File: config.mk
export PLATFORM = sky130hd
export DESIGN_NAME = deac_access_ctrl
export DESIGN_NICKNAME = d
export VERILOG_FILES = /design/src/hw/deac_pkg.sv /design/src/hw/deac_access_ctrl.sv /design/src/hw/deac_byte_mem.sv
export SDC_FILE = /design/constraint.sdc
export NUM_CORES = 1
export LEC_CHECK = 0
export BUFFER_PORTS_ARGS = -buffer_cell sky130_fd_sc_hd__buf_4
export CORE_UTILIZATION = 45
export DETAILED_ROUTE_END_ITERATION = 8
export HOLD_SLACK_MARGIN = 0.05
export PLACE_DENSITY_LB_ADDON = 0.12
export SKIP_LAST_GASP = 1
export SLEW_MARGIN = 30
export SYNTH_ARGS = -nofsm -noshare
export SYNTH_HDL_FRONTEND = slang
export SYNTH_SLANG_ARGS = --single-unit
File: constraint.sdc
create_clock -name core_clk -period 3.1 [get_ports core_clk]
set_input_delay 0.93 -clock core_clk [delete_from_list [all_inputs] [get_ports core_clk]]
set_output_delay 0.93 -clock core_clk [all_outputs]
set_load 0.005 [all_outputs]
File: src/hw/deac_pkg.sv
package deac_pkg;

  // ==========================================================
  // Special function register offsets
  localparam logic [8:0] CONTROL_OFFSET = 9'h18C;
  localparam logic [8:0] KEY_PORT_OFFSET = 9'h18D;
  localparam logic [8:0] BYTE_VALUE_OFFSET = 9'h10C;
  localparam logic [8:0] BYTE_ADDRESS_OFFSET = 9'h10D;

  // ==========================================================
  // Control register fields
  localparam int SELECT_BIT = 7;
  localparam int ABORT_BIT = 3;
  localparam int PERMIT_BIT = 2;
  localparam int WRITE_START_BIT = 1;
  localparam int READ_START_BIT = 0;
  localparam logic SELECT_RESET = 1'b0;
  localparam logic ABORT_RESET = 1'b0;
  localparam logic PERMIT_RESET = 1'b0;
  localparam logic WRITE_START_RESET = 1'b0;
  localparam logic READ_START_RESET = 1'b0;
  localparam logic [7:0] BYTE_VALUE_RESET = 8'h00;
  localparam logic [7:0] BYTE_ADDRESS_RESET = 8'h00;

  // ==========================================================
  // Unlock keys and memory shape
  localparam logic [7:0] UNLOCK_KEY_FIRST = 8'h55;
  localparam logic [7:0] UNLOCK_KEY_SECOND = 8'hAA;
  localparam logic [7:0] ERASED_BYTE = 8'hFF;
  localparam int MEM_ADDR_BITS = 6;
  localparam int MEM_BYTES = 64;

  // ==========================================================
  // Write timing at 25 MHz
  localparam int CLOCK_MHZ = 25;
  localparam int ERASE_TIME_US = 2;
  localparam int PROGRAM_TIME_US = 2;
  localparam int ERASE_CYCLES = ERASE_TIME_US * CLOCK_MHZ;
  localparam int PROGRAM_CYCLES = PROGRAM_TIME_US * CLOCK_MHZ;
  localparam logic [7:0] ERASE_LAST =
    8'(ERASE_CYCLES - 1);
  localparam logic [7:0] PROGRAM_LAST =
    8'(PROGRAM_CYCLES - 1);

  // ==========================================================
  // State types
  typedef enum logic [1:0] {
    KEY_IDLE,
    KEY_FIRST_SEEN,
    KEY_ARMED
  } deac_key_type;

  typedef enum logic [1:0] {
    WR_IDLE,
    WR_ERASE,
    WR_PROGRAM
  } deac_wr_type;

endpackage

File: src/hw/deac_access_ctrl.sv
// Contract
// - Read start with data space selected yields the byte next instruction cycle.
// - Byte value holds after read until next read or firmware write.
// - Read start only settable by software; hardware clears it.
// - Data write needs select clear and permit set; address/data preloaded.
// - Write start accepted only if permit set by an earlier write.
// - Clearing permit during a running write does not abort it.
// - Key 55h then AAh, then write start, unlocks each byte write.
// - Write completion clears write start and sets done flag.
// - Control layout: select, zeros, abort, permit, write, read.
// - External or timeout reset mid-write sets abort; address/data survive.
// - Sixty-four bytes; upper two address bits ignored.
// - Write erases then programs; execution continues meanwhile.
// - Select clear targets data memory; set targets program memory.
`timescale 1ns/1ps
`default_nettype none

module deac_access_ctrl (
  // Clock and reset
  input wire logic core_clk,
  input wire logic reset_n,
  input wire logic cycleEn,
  // Special function register port
  input wire logic [8:0] sfrAddr,
  input wire logic sfrWrite,
  input wire logic [7:0] sfrWrData,
  output logic [7:0] sfrRdData,
  // System reset requests that abort a write
  input wire logic externalResetPin,
  input wire logic timeoutResetReq,
  // Completion flag kept here, cleared by firmware
  input wire logic writeDoneClear,
  output logic writeDoneFlag,
  output logic writeBusy
);
  import deac_pkg::*;

  // ==========================================================
  // Helpers
  function automatic logic [MEM_ADDR_BITS-1:0] wrapAddr(
    input logic [7:0] addr
  );
    wrapAddr = addr[MEM_ADDR_BITS-1:0];
  endfunction

  // ==========================================================
  // Reset release and input synchronisers
  logic rstMeta;
  logic rstN;
  logic extMeta;
  logic extSync;
  logic wdtMeta;
  logic wdtSync;

  always_ff @(posedge core_clk or negedge reset_n) begin
    if (!reset_n) begin
      rstMeta <= 1'b0;
      rstN <= 1'b0;
    end else begin
      rstMeta <= 1'b1;
      rstN <= rstMeta;
    end
  end

  always_ff @(posedge core_clk or negedge rstN) begin
    if (!rstN) begin
      extMeta <= 1'b0;
      extSync <= 1'b0;
      wdtMeta <= 1'b0;
      wdtSync <= 1'b0;
    end else if (cycleEn) begin
      extMeta <= externalResetPin;
      extSync <= extMeta;
      wdtMeta <= timeoutResetReq;
      wdtSync <= wdtMeta;
    end
  end

  // ==========================================================
  // Registers
  logic select_reg;
  logic abort_reg;
  logic permit_reg;
  logic writeStart_reg;
  logic readStart_reg;
  logic writeDone_reg;
  logic [7:0] byteAddr_reg;
  logic [7:0] byteValue_reg;
  logic [MEM_ADDR_BITS-1:0] wrAddr_reg;
  logic [7:0] wrData_reg;
  logic [7:0] timer_reg;
  logic [7:0] memRdData;
  deac_key_type key_reg;
  deac_key_type key_next;
  deac_wr_type wr_reg;
  deac_wr_type wr_next;

  // ==========================================================
  // Decode
  wire sysReset = extSync | wdtSync;
  wire busy = wr_reg != WR_IDLE;
  wire ctlWrite = sfrWrite && (sfrAddr == CONTROL_OFFSET);
  wire keyWrite = sfrWrite && (sfrAddr == KEY_PORT_OFFSET);
  wire valWrite = sfrWrite && (sfrAddr == BYTE_VALUE_OFFSET);
  wire adrWrite = sfrWrite && (sfrAddr == BYTE_ADDRESS_OFFSET);
  wire keyFirst = keyWrite && (sfrWrData == UNLOCK_KEY_FIRST);
  wire keySecond = keyWrite && (sfrWrData == UNLOCK_KEY_SECOND);
  // Select may not change while an access is in flight
  wire selNow = (ctlWrite && !busy && !readStart_reg) ?
    sfrWrData[SELECT_BIT] : select_reg;
  // Only a one is taken; a zero write starts and clears nothing
  wire readGo = ctlWrite && sfrWrData[READ_START_BIT]
    && !selNow && !busy;
  // Permit is the value from an earlier write, never this one
  wire writeGo = ctlWrite && sfrWrData[WRITE_START_BIT]
    && permit_reg && (key_reg == KEY_ARMED)
    && !selNow && !busy;
  wire timerDone = timer_reg == 8'h00;
  wire eraseDone = (wr_reg == WR_ERASE) && timerDone;
  wire progDone = (wr_reg == WR_PROGRAM) && timerDone;

  // ==========================================================
  // Unlock sequence: any other register write breaks it
  always_comb begin
    key_next = KEY_IDLE;
    unique case (key_reg)
      KEY_IDLE: begin
        if (keyFirst) begin
          key_next = KEY_FIRST_SEEN;
        end
      end
      KEY_FIRST_SEEN: begin
        if (keySecond) begin
          key_next = KEY_ARMED;
        end else if (!sfrWrite) begin
          key_next = KEY_FIRST_SEEN;
        end
      end
      KEY_ARMED: begin
        if (!sfrWrite) begin
          key_next = KEY_ARMED;
        end else if (keyFirst) begin
          key_next = KEY_FIRST_SEEN;
        end
      end
    endcase
  end

  // ==========================================================
  // Write cycle sequencer
  always_comb begin
    wr_next = wr_reg;
    unique case (wr_reg)
      WR_IDLE: begin
        if (writeGo) begin
          wr_next = WR_ERASE;
        end
      end
      WR_ERASE: begin
        if (timerDone) begin
          wr_next = WR_PROGRAM;
        end
      end
      WR_PROGRAM: begin
        if (timerDone) begin
          wr_next = WR_IDLE;
        end
      end
    endcase
  end

  always_ff @(posedge core_clk or negedge rstN) begin
    if (!rstN) begin
      key_reg <= KEY_IDLE;
      wr_reg <= WR_IDLE;
      timer_reg <= 8'h00;
    end else if (cycleEn) begin
      if (sysReset) begin
        key_reg <= KEY_IDLE;
        wr_reg <= WR_IDLE;
        timer_reg <= 8'h00;
      end else begin
        key_reg <= key_next;
        wr_reg <= wr_next;
        if (writeGo) begin
          timer_reg <= ERASE_LAST;
        end else if (eraseDone) begin
          timer_reg <= PROGRAM_LAST;
        end else if (!timerDone) begin
          timer_reg <= timer_reg - 8'h01;
        end
      end
    end
  end

  // ==========================================================
  // Control bits; permit changes never touch a running write
  always_ff @(posedge core_clk or negedge rstN) begin
    if (!rstN) begin
      select_reg <= SELECT_RESET;
      abort_reg <= ABORT_RESET;
      permit_reg <= PERMIT_RESET;
      writeStart_reg <= WRITE_START_RESET;
      readStart_reg <= READ_START_RESET;
    end else if (cycleEn) begin
      if (sysReset) begin
        // Select survives; the access bits return to zero
        permit_reg <= PERMIT_RESET;
        writeStart_reg <= WRITE_START_RESET;
        readStart_reg <= READ_START_RESET;
        if (busy) begin
          abort_reg <= 1'b1;
        end
      end else begin
        select_reg <= selNow;
        if (ctlWrite) begin
          abort_reg <= sfrWrData[ABORT_BIT];
          permit_reg <= sfrWrData[PERMIT_BIT];
        end
        if (writeGo) begin
          writeStart_reg <= 1'b1;
        end else if (progDone) begin
          writeStart_reg <= 1'b0;
        end
        readStart_reg <= readGo;
      end
    end
  end

  // ==========================================================
  // Completion flag: a set in the clear cycle wins
  always_ff @(posedge core_clk or negedge rstN) begin
    if (!rstN) begin
      writeDone_reg <= 1'b0;
    end else if (cycleEn) begin
      if (progDone && !sysReset) begin
        writeDone_reg <= 1'b1;
      end else if (writeDoneClear) begin
        writeDone_reg <= 1'b0;
      end
    end
  end

  // ==========================================================
  // Address and data; a system reset leaves them alone
  always_ff @(posedge core_clk or negedge rstN) begin
    if (!rstN) begin
      byteAddr_reg <= BYTE_ADDRESS_RESET;
      byteValue_reg <= BYTE_VALUE_RESET;
      wrAddr_reg <= '0;
      wrData_reg <= 8'h00;
    end else if (cycleEn) begin
      if (adrWrite) begin
        byteAddr_reg <= sfrWrData;
      end
      // Direct firmware writes take priority over read loads
      if (valWrite) begin
        byteValue_reg <= sfrWrData;
      end else if (readStart_reg) begin
        byteValue_reg <= memRdData;
      end
      if (writeGo) begin
        wrAddr_reg <= wrapAddr(byteAddr_reg);
        wrData_reg <= byteValue_reg;
      end
    end
  end

  // ==========================================================
  // Byte store; erase writes all ones, then the new value lands
  wire memWrEn = (eraseDone || progDone) && !sysReset;
  wire [7:0] memWrData = eraseDone ? ERASED_BYTE : wrData_reg;

  deac_byte_mem u_mem (
    .clk(core_clk),
    .clkEn(cycleEn),
    .rdEn(readGo),
    .rdAddr(wrapAddr(byteAddr_reg)),
    .rdData(memRdData),
    .write_permit(memWrEn),
    .wrAddr(wrAddr_reg),
    .wrData(memWrData)
  );

  // ==========================================================
  // Read back; the fresh byte is visible in the cycle after start
  wire [7:0] ctlRead = {select_reg, 3'b000, abort_reg, permit_reg,
    writeStart_reg, readStart_reg};
  wire [7:0] valRead = readStart_reg ? memRdData : byteValue_reg;

  always_comb begin
    unique case (sfrAddr)
      CONTROL_OFFSET: sfrRdData = ctlRead;
      BYTE_VALUE_OFFSET: sfrRdData = valRead;
      BYTE_ADDRESS_OFFSET: sfrRdData = byteAddr_reg;
      KEY_PORT_OFFSET: sfrRdData = 8'h00;
      default: sfrRdData = 8'h00;
    endcase
  end

  assign writeDoneFlag = writeDone_reg;
  assign writeBusy = busy;

endmodule

`default_nettype wire

File: src/hw/deac_byte_mem.sv
`timescale 1ns/1ps
`default_nettype none

module deac_byte_mem (
  // Clock
  input wire logic clk,
  input wire logic clkEn,
  // Read port
  input wire logic rdEn,
  input wire logic [deac_pkg::MEM_ADDR_BITS-1:0] rdAddr,
  output logic [7:0] rdData,
  // Write port
  input wire logic write_permit,
  input wire logic [deac_pkg::MEM_ADDR_BITS-1:0] wrAddr,
  input wire logic [7:0] wrData
);
  import deac_pkg::*;

  // ==========================================================
  // Storage; contents are not cleared by any reset
  logic [7:0] cells [MEM_BYTES];

  always_ff @(posedge clk) begin
    if (clkEn && write_permit) begin
      cells[wrAddr] <= wrData;
    end
  end

  always_ff @(posedge clk) begin
    if (clkEn && rdEn) begin
      rdData <= cells[rdAddr];
    end
  end

endmodule

`default_nettype wire

; Yosys cells after proc, flatten, opt, wreduce, memory -nomap -nowiden
; Memory sizes are Yosys's and may differ from the RTL's. A register that Yosys moved wholly into a read port is not among the register bits.
; Index checks and enable logic that the tools add are counted.
[word_totals]
in_bits = 24
memories = 1
ramBits = 512
regBits = 54
[memory_table]
columns = memory, words, width, rd, rd_clocked_by_memory_dff, write_ports, line_no
row1 = u_mem.cells, 64, 8, 1, 1, 1, deac_byte_mem.sv:21  ; logic [7:0] cells [MEM_BYTES];
[op_classes]
n_bitwise = 2
add_sub_neg = 1
mux = 33
eq_ne = 15
reduce_logical = 43
[op_table]
columns = cell, n
row1 = $mux W8, 7
row2 = $eq A9 B9 Y1 const B, 4
row3 = $pmux W8 S3, 1
row4 = $logic_and A1 B1 Y1, 22
row5 = $mux W1, 16
row6 = $mux W2, 7
row7 = $reduce_and A2 Y1, 7
row8 = $pmux W2 S3, 2
row9 = $ne A3 B3 Y1 const B, 3
row10 = $eq A8 B7 Y1 const B, 1
row11 = $eq A8 B8 Y1 const B, 1
row12 = $logic_not A8 Y1, 1
row13 = $sub A8 B1 Y8 const B, 1
row14 = $reduce_bool A2 Y1, 3
row15 = $eq A2 B1 Y1 const B, 2
row16 = $eq A2 B2 Y1 const B, 2
row17 = $logic_not A1 Y1, 4
row18 = $logic_not A2 Y1, 2
row19 = $ne A4 B3 Y1 const B, 1
row20 = $reduce_and A4 Y1, 1
row21 = $reduce_and A3 Y1, 1
row22 = $reduce_bool A3 Y1, 1
row23 = $ne A2 B1 Y1 const B, 1
row24 = $logic_or A1 B1 Y1, 1
row25 = 2 further kinds, 2

; Longest topological paths before layout
[logic_depth]
ltp_word = 11
mapped_depth = 8
mapped_depth_nobuf = 7

; Cells and area by module
; Synthesis repeated with hierarchy kept, for this count alone.
[hier_totals]
hier_cells = 1199
hier_area_um2 = 23171.0
[modules_own_cells]
columns = mod, area_per_inst_um2, n_inst, seq_area_each_um2, cells_per_inst
row1 = deac_byte_mem, 20226.9, 1, 15615.0, 901
row2 = deac_access_ctrl, 2944.1, 1, 1351.3, 298

; Least setup slack after synthesis
; Ideal clock, no wire load.
[synth_timing]
path_kind = input -> output
start = input sfrAddr[5]
end = output sfrRdData[0]
t_arrival_ps = 2381
path_stages = 5
n_path_buf = 1
setup_slack_ps = -211
path_cell_list = or4b_1 clkbuf_1 nor3_1 nand3b_1 a31oi_1
[synth_between]
elab_chain_len = 2
[synth_rtl]
columns = element, line_no
row1 = start: declaration, deac_access_ctrl.sv:24  ; input wire logic [8:0] sfrAddr,
row2 = $eq A9 B9 Y1, deac_access_ctrl.sv:292  ; unique case (sfrAddr)
row3 = $pmux W8 S3 (*), deac_access_ctrl.sv:292
row4 = end: declaration, deac_access_ctrl.sv:27  ; output logic [7:0] sfrRdData,
; Mark *: on every way between the ends. The rest lies on a longest branch, timed or not.

; Worst setup path in the final report
[layout_timing]
start = input sfrAddr[5]
end = output sfrRdData[1]
; The elaborated chain is that of the path after synthesis.

==> results.json <==
{
  "synth_top_family_by_area": "multiplexers",
  "antenna_found_initial": 0,
  "ys_ff_latch": 574,
  "rows": 82,
  "wl_per_cell_um": 25.7,
  "relSlewSlack": 0.572,
  "seqCellArea_mm2": 0.0170,
  "synth.area.mux_share": 0.146,
  "insertion_delay_ns": 0.62,
  "violations": "negative setup slack",
  "hold_viol": 0,
  "io_buffers": 33,
  "die_y_um": 227,
  "final.period_utilization": 1.07,
  "largest_reg_flops": 512,
  "seq_power_share": 0.518,
  "swShare": 0.223,
  "htree_levels": 2,
  "grt_pass1_wl_um": 80300,
  "multi_input_area_mm2": 0.00567,
  "p_int_uw": 13200,
  "setup_viol": 8,
  "maxCapViolations": 0,
  "crit_type": "input pin to primary output",
  "avgSynthCellArea_um2": 19.1,
  "nets": 1407,
  "core-area_mm2": 0.0501,
  "ys_types": 61,
  "die_w_um": 227,
  "wl_um": 53900,
  "final_cell_mix": "edfxtp_1 (520), buf_4 (153), mux4_2 (128), nor2_1 (77), a22oi_1 (70)",
  "synth_nets": 1227,
  "grt_pass1_vias": 12320,
  "grt_overflow": 0,
  "tritoncts": "built",
  "diodes": 0,
  "peakVddDrop_mv": 0.398,
  "yosys.area_share.simple": 0.0449,
  "power_uw": 17000,
  "worstHoldPathType": "flop to asynchronous set/reset pin",
  "synth_cells": 1197,
  "setup_ws_ns": -0.219,
  "fin_crit_ns": 3.32,
  "critPathRequiredTime_ns": 2.17,
  "p_leak_uw": 0.00935,
  "clockBufferDepth": 3,
  "layout_commonest_cell": "edfxtp_1",
  "cp-end-kind": "primary output",
  "grt_max_degree": 65,
  "power_density_mw_per_mm2": 625,
  "placed_area_mm2": 0.0252,
  "drive_gt1_frac": 0.341,
  "top_register": "u_mem.cells",
  "ys_seq_area_frac": 0.743,
  "syn_area_mm2": 0.0228,
  "synth-xor-area-share": 0,
  "synth-compound-area-share": 0.0488,
  "grt_usage": 0.216,
  "num_vias": 12010,
  "fillers": 4015,
  "fin_tns_setup_ns": -1.33,
  "synthArstFlopShare": 0.0941,
  "tightest_slew_ns": 0.634,
  "status": "complete, but fails checks",
  "ant_nets": 0,
  "crit_arrival_ns": 2.39,
  "dp_hpwl_um": 33300,
  "drv_slew": 0,
  "clkPwrFrac": 0.412,
  "fmax_mhz": 301,
  "drt-vias-per-instance": 5.72,
  "place_congestion": 0.841,
  "yosysWarnings": 0,
  "synth_fa_ha_area_frac": 0.00329,
  "drtPass1Iterations": 5,
  "holdWs_ns": 0.318,
  "numCtsBuffers": 58,
  "drtIter0Drc": 1133,
  "combPwrFrac": 0.070,
  "synth_ff_type": "edfxtp_1",
  "ios": 34,
  "clk_pin_slew_ns": 0.06,
  "die_area_mm2": 0.0516,
  "worst-path-max-fanout": 5,
  "cts.sinks": 574,
  "finClkSkew_ns": 0.0282,
  "area_growth_syn_to_layout_pct": 19.3,
  "critPathLaunchType": "input pin",
  "ctsRootBufferMaster": "clkbuf_16",
  "drc": 0,
  "synth_edf_count": 520,
  "start_util": 0.456,
  "rsz0062_at_grt": "true",
  "fin_area_mm2": 0.0272,
  "power.switching_uw": 3790
}
## synthesized netlist by cell type, types with 9 or more instances
cell type,count,area [um2]
nor2_1,90,338
mux2i_1,9,90.1
mux2_2,31,349
buf_2,10,50.1
nand2b_1,11,68.8
edfxtp_1,520,15600
a21oi_1,48,240
a22oi_1,72,541
dfrtp_1,54,1350
nand2_1,29,109
inv_1,11,41.3
o21ai_0,17,85.1
clkbuf_1,50,188
nor3_1,15,75.1
mux4_2,128,2880
## path summary, 6_finish.rpt
check,endpoint,cells after the start,start,slack [ns]
worst min-delay path,wrData_reg[4],0,rstN,0.32
min in group core_clk,rstN,0,rstMeta,0.36
worst max register to register,u_mem.cells[23][0],9,timer_reg[1],0.13
max in group asynchronous,timer_reg[2],1,rstN,2.16
worst min register to register,wrData_reg[4],0,rstN,0.32
worst max-delay path,sfrRdData[1],6,sfrAddr[5],-0.22
## metrics by stage
stage	util	setup WS, ns	cells
finish	0.544	-0.219	2099
global route	0.544	-0.257	2099
CTS	0.543	-0.314	2098
detailed placement	0.503	-0.386	1985
global placement	0.503	-0.373	1985
floorplan	-	-0.0411	1197
## final cells by class
class,count,share of cell area
clock buffer,65,0.0550
clock inverter,45,0.0155
inverter,12,0.00165
multi-input combinational,542,0.208
sequential,574,0.623
tap,672,0.0309
timing repair buffer,189,0.0654
## worst max-delay path, stage by stage
cell and delay [ns]:
buf_6 0.09, or4b_4 0.60, nor3_4 0.30, a22oi_2 0.13, o22ai_1 0.19, buf_4 0.14
## power groups by stage
stage,Combinational (uW),Clock [uW],Sequential (uW)
3_5_place_dp,1190,0,8970
2_1_floorplan,626,0,8970
5_1_grt,1320,7440,8820
6_report,1200,7010,8810
3_3_place_gp,1170,0,8970
4_1_cts,1210,7170,8810
## per-layer routing
layer	global-route usage	wire, um	vias to the layer above
met4	0.0589	1230	0
met1	0.310	23800	6333
met2	0.345	26300	320
met3	0.0341	2600	79
met5	0	0	-
li1	-	-	5278
## cell families after synthesis
family,after synthesis
AOI/OAI and AO/OA,168
buffers and inverters,81
muxes,168
other,1
DFF,574
and+or+nand+nor,199
adders and majority gates,6
## timing repair
item	in CTS	in global routing
endpoints found under the hold margin	2	0
setup buffers	2	2
gates resized for setup	19	8
setup endpoints to repair	183	128
pin swaps	10	11
hold buffers	1	0
gates cloned	0	0
Note: power is estimated with default switching activity, not from simulation.
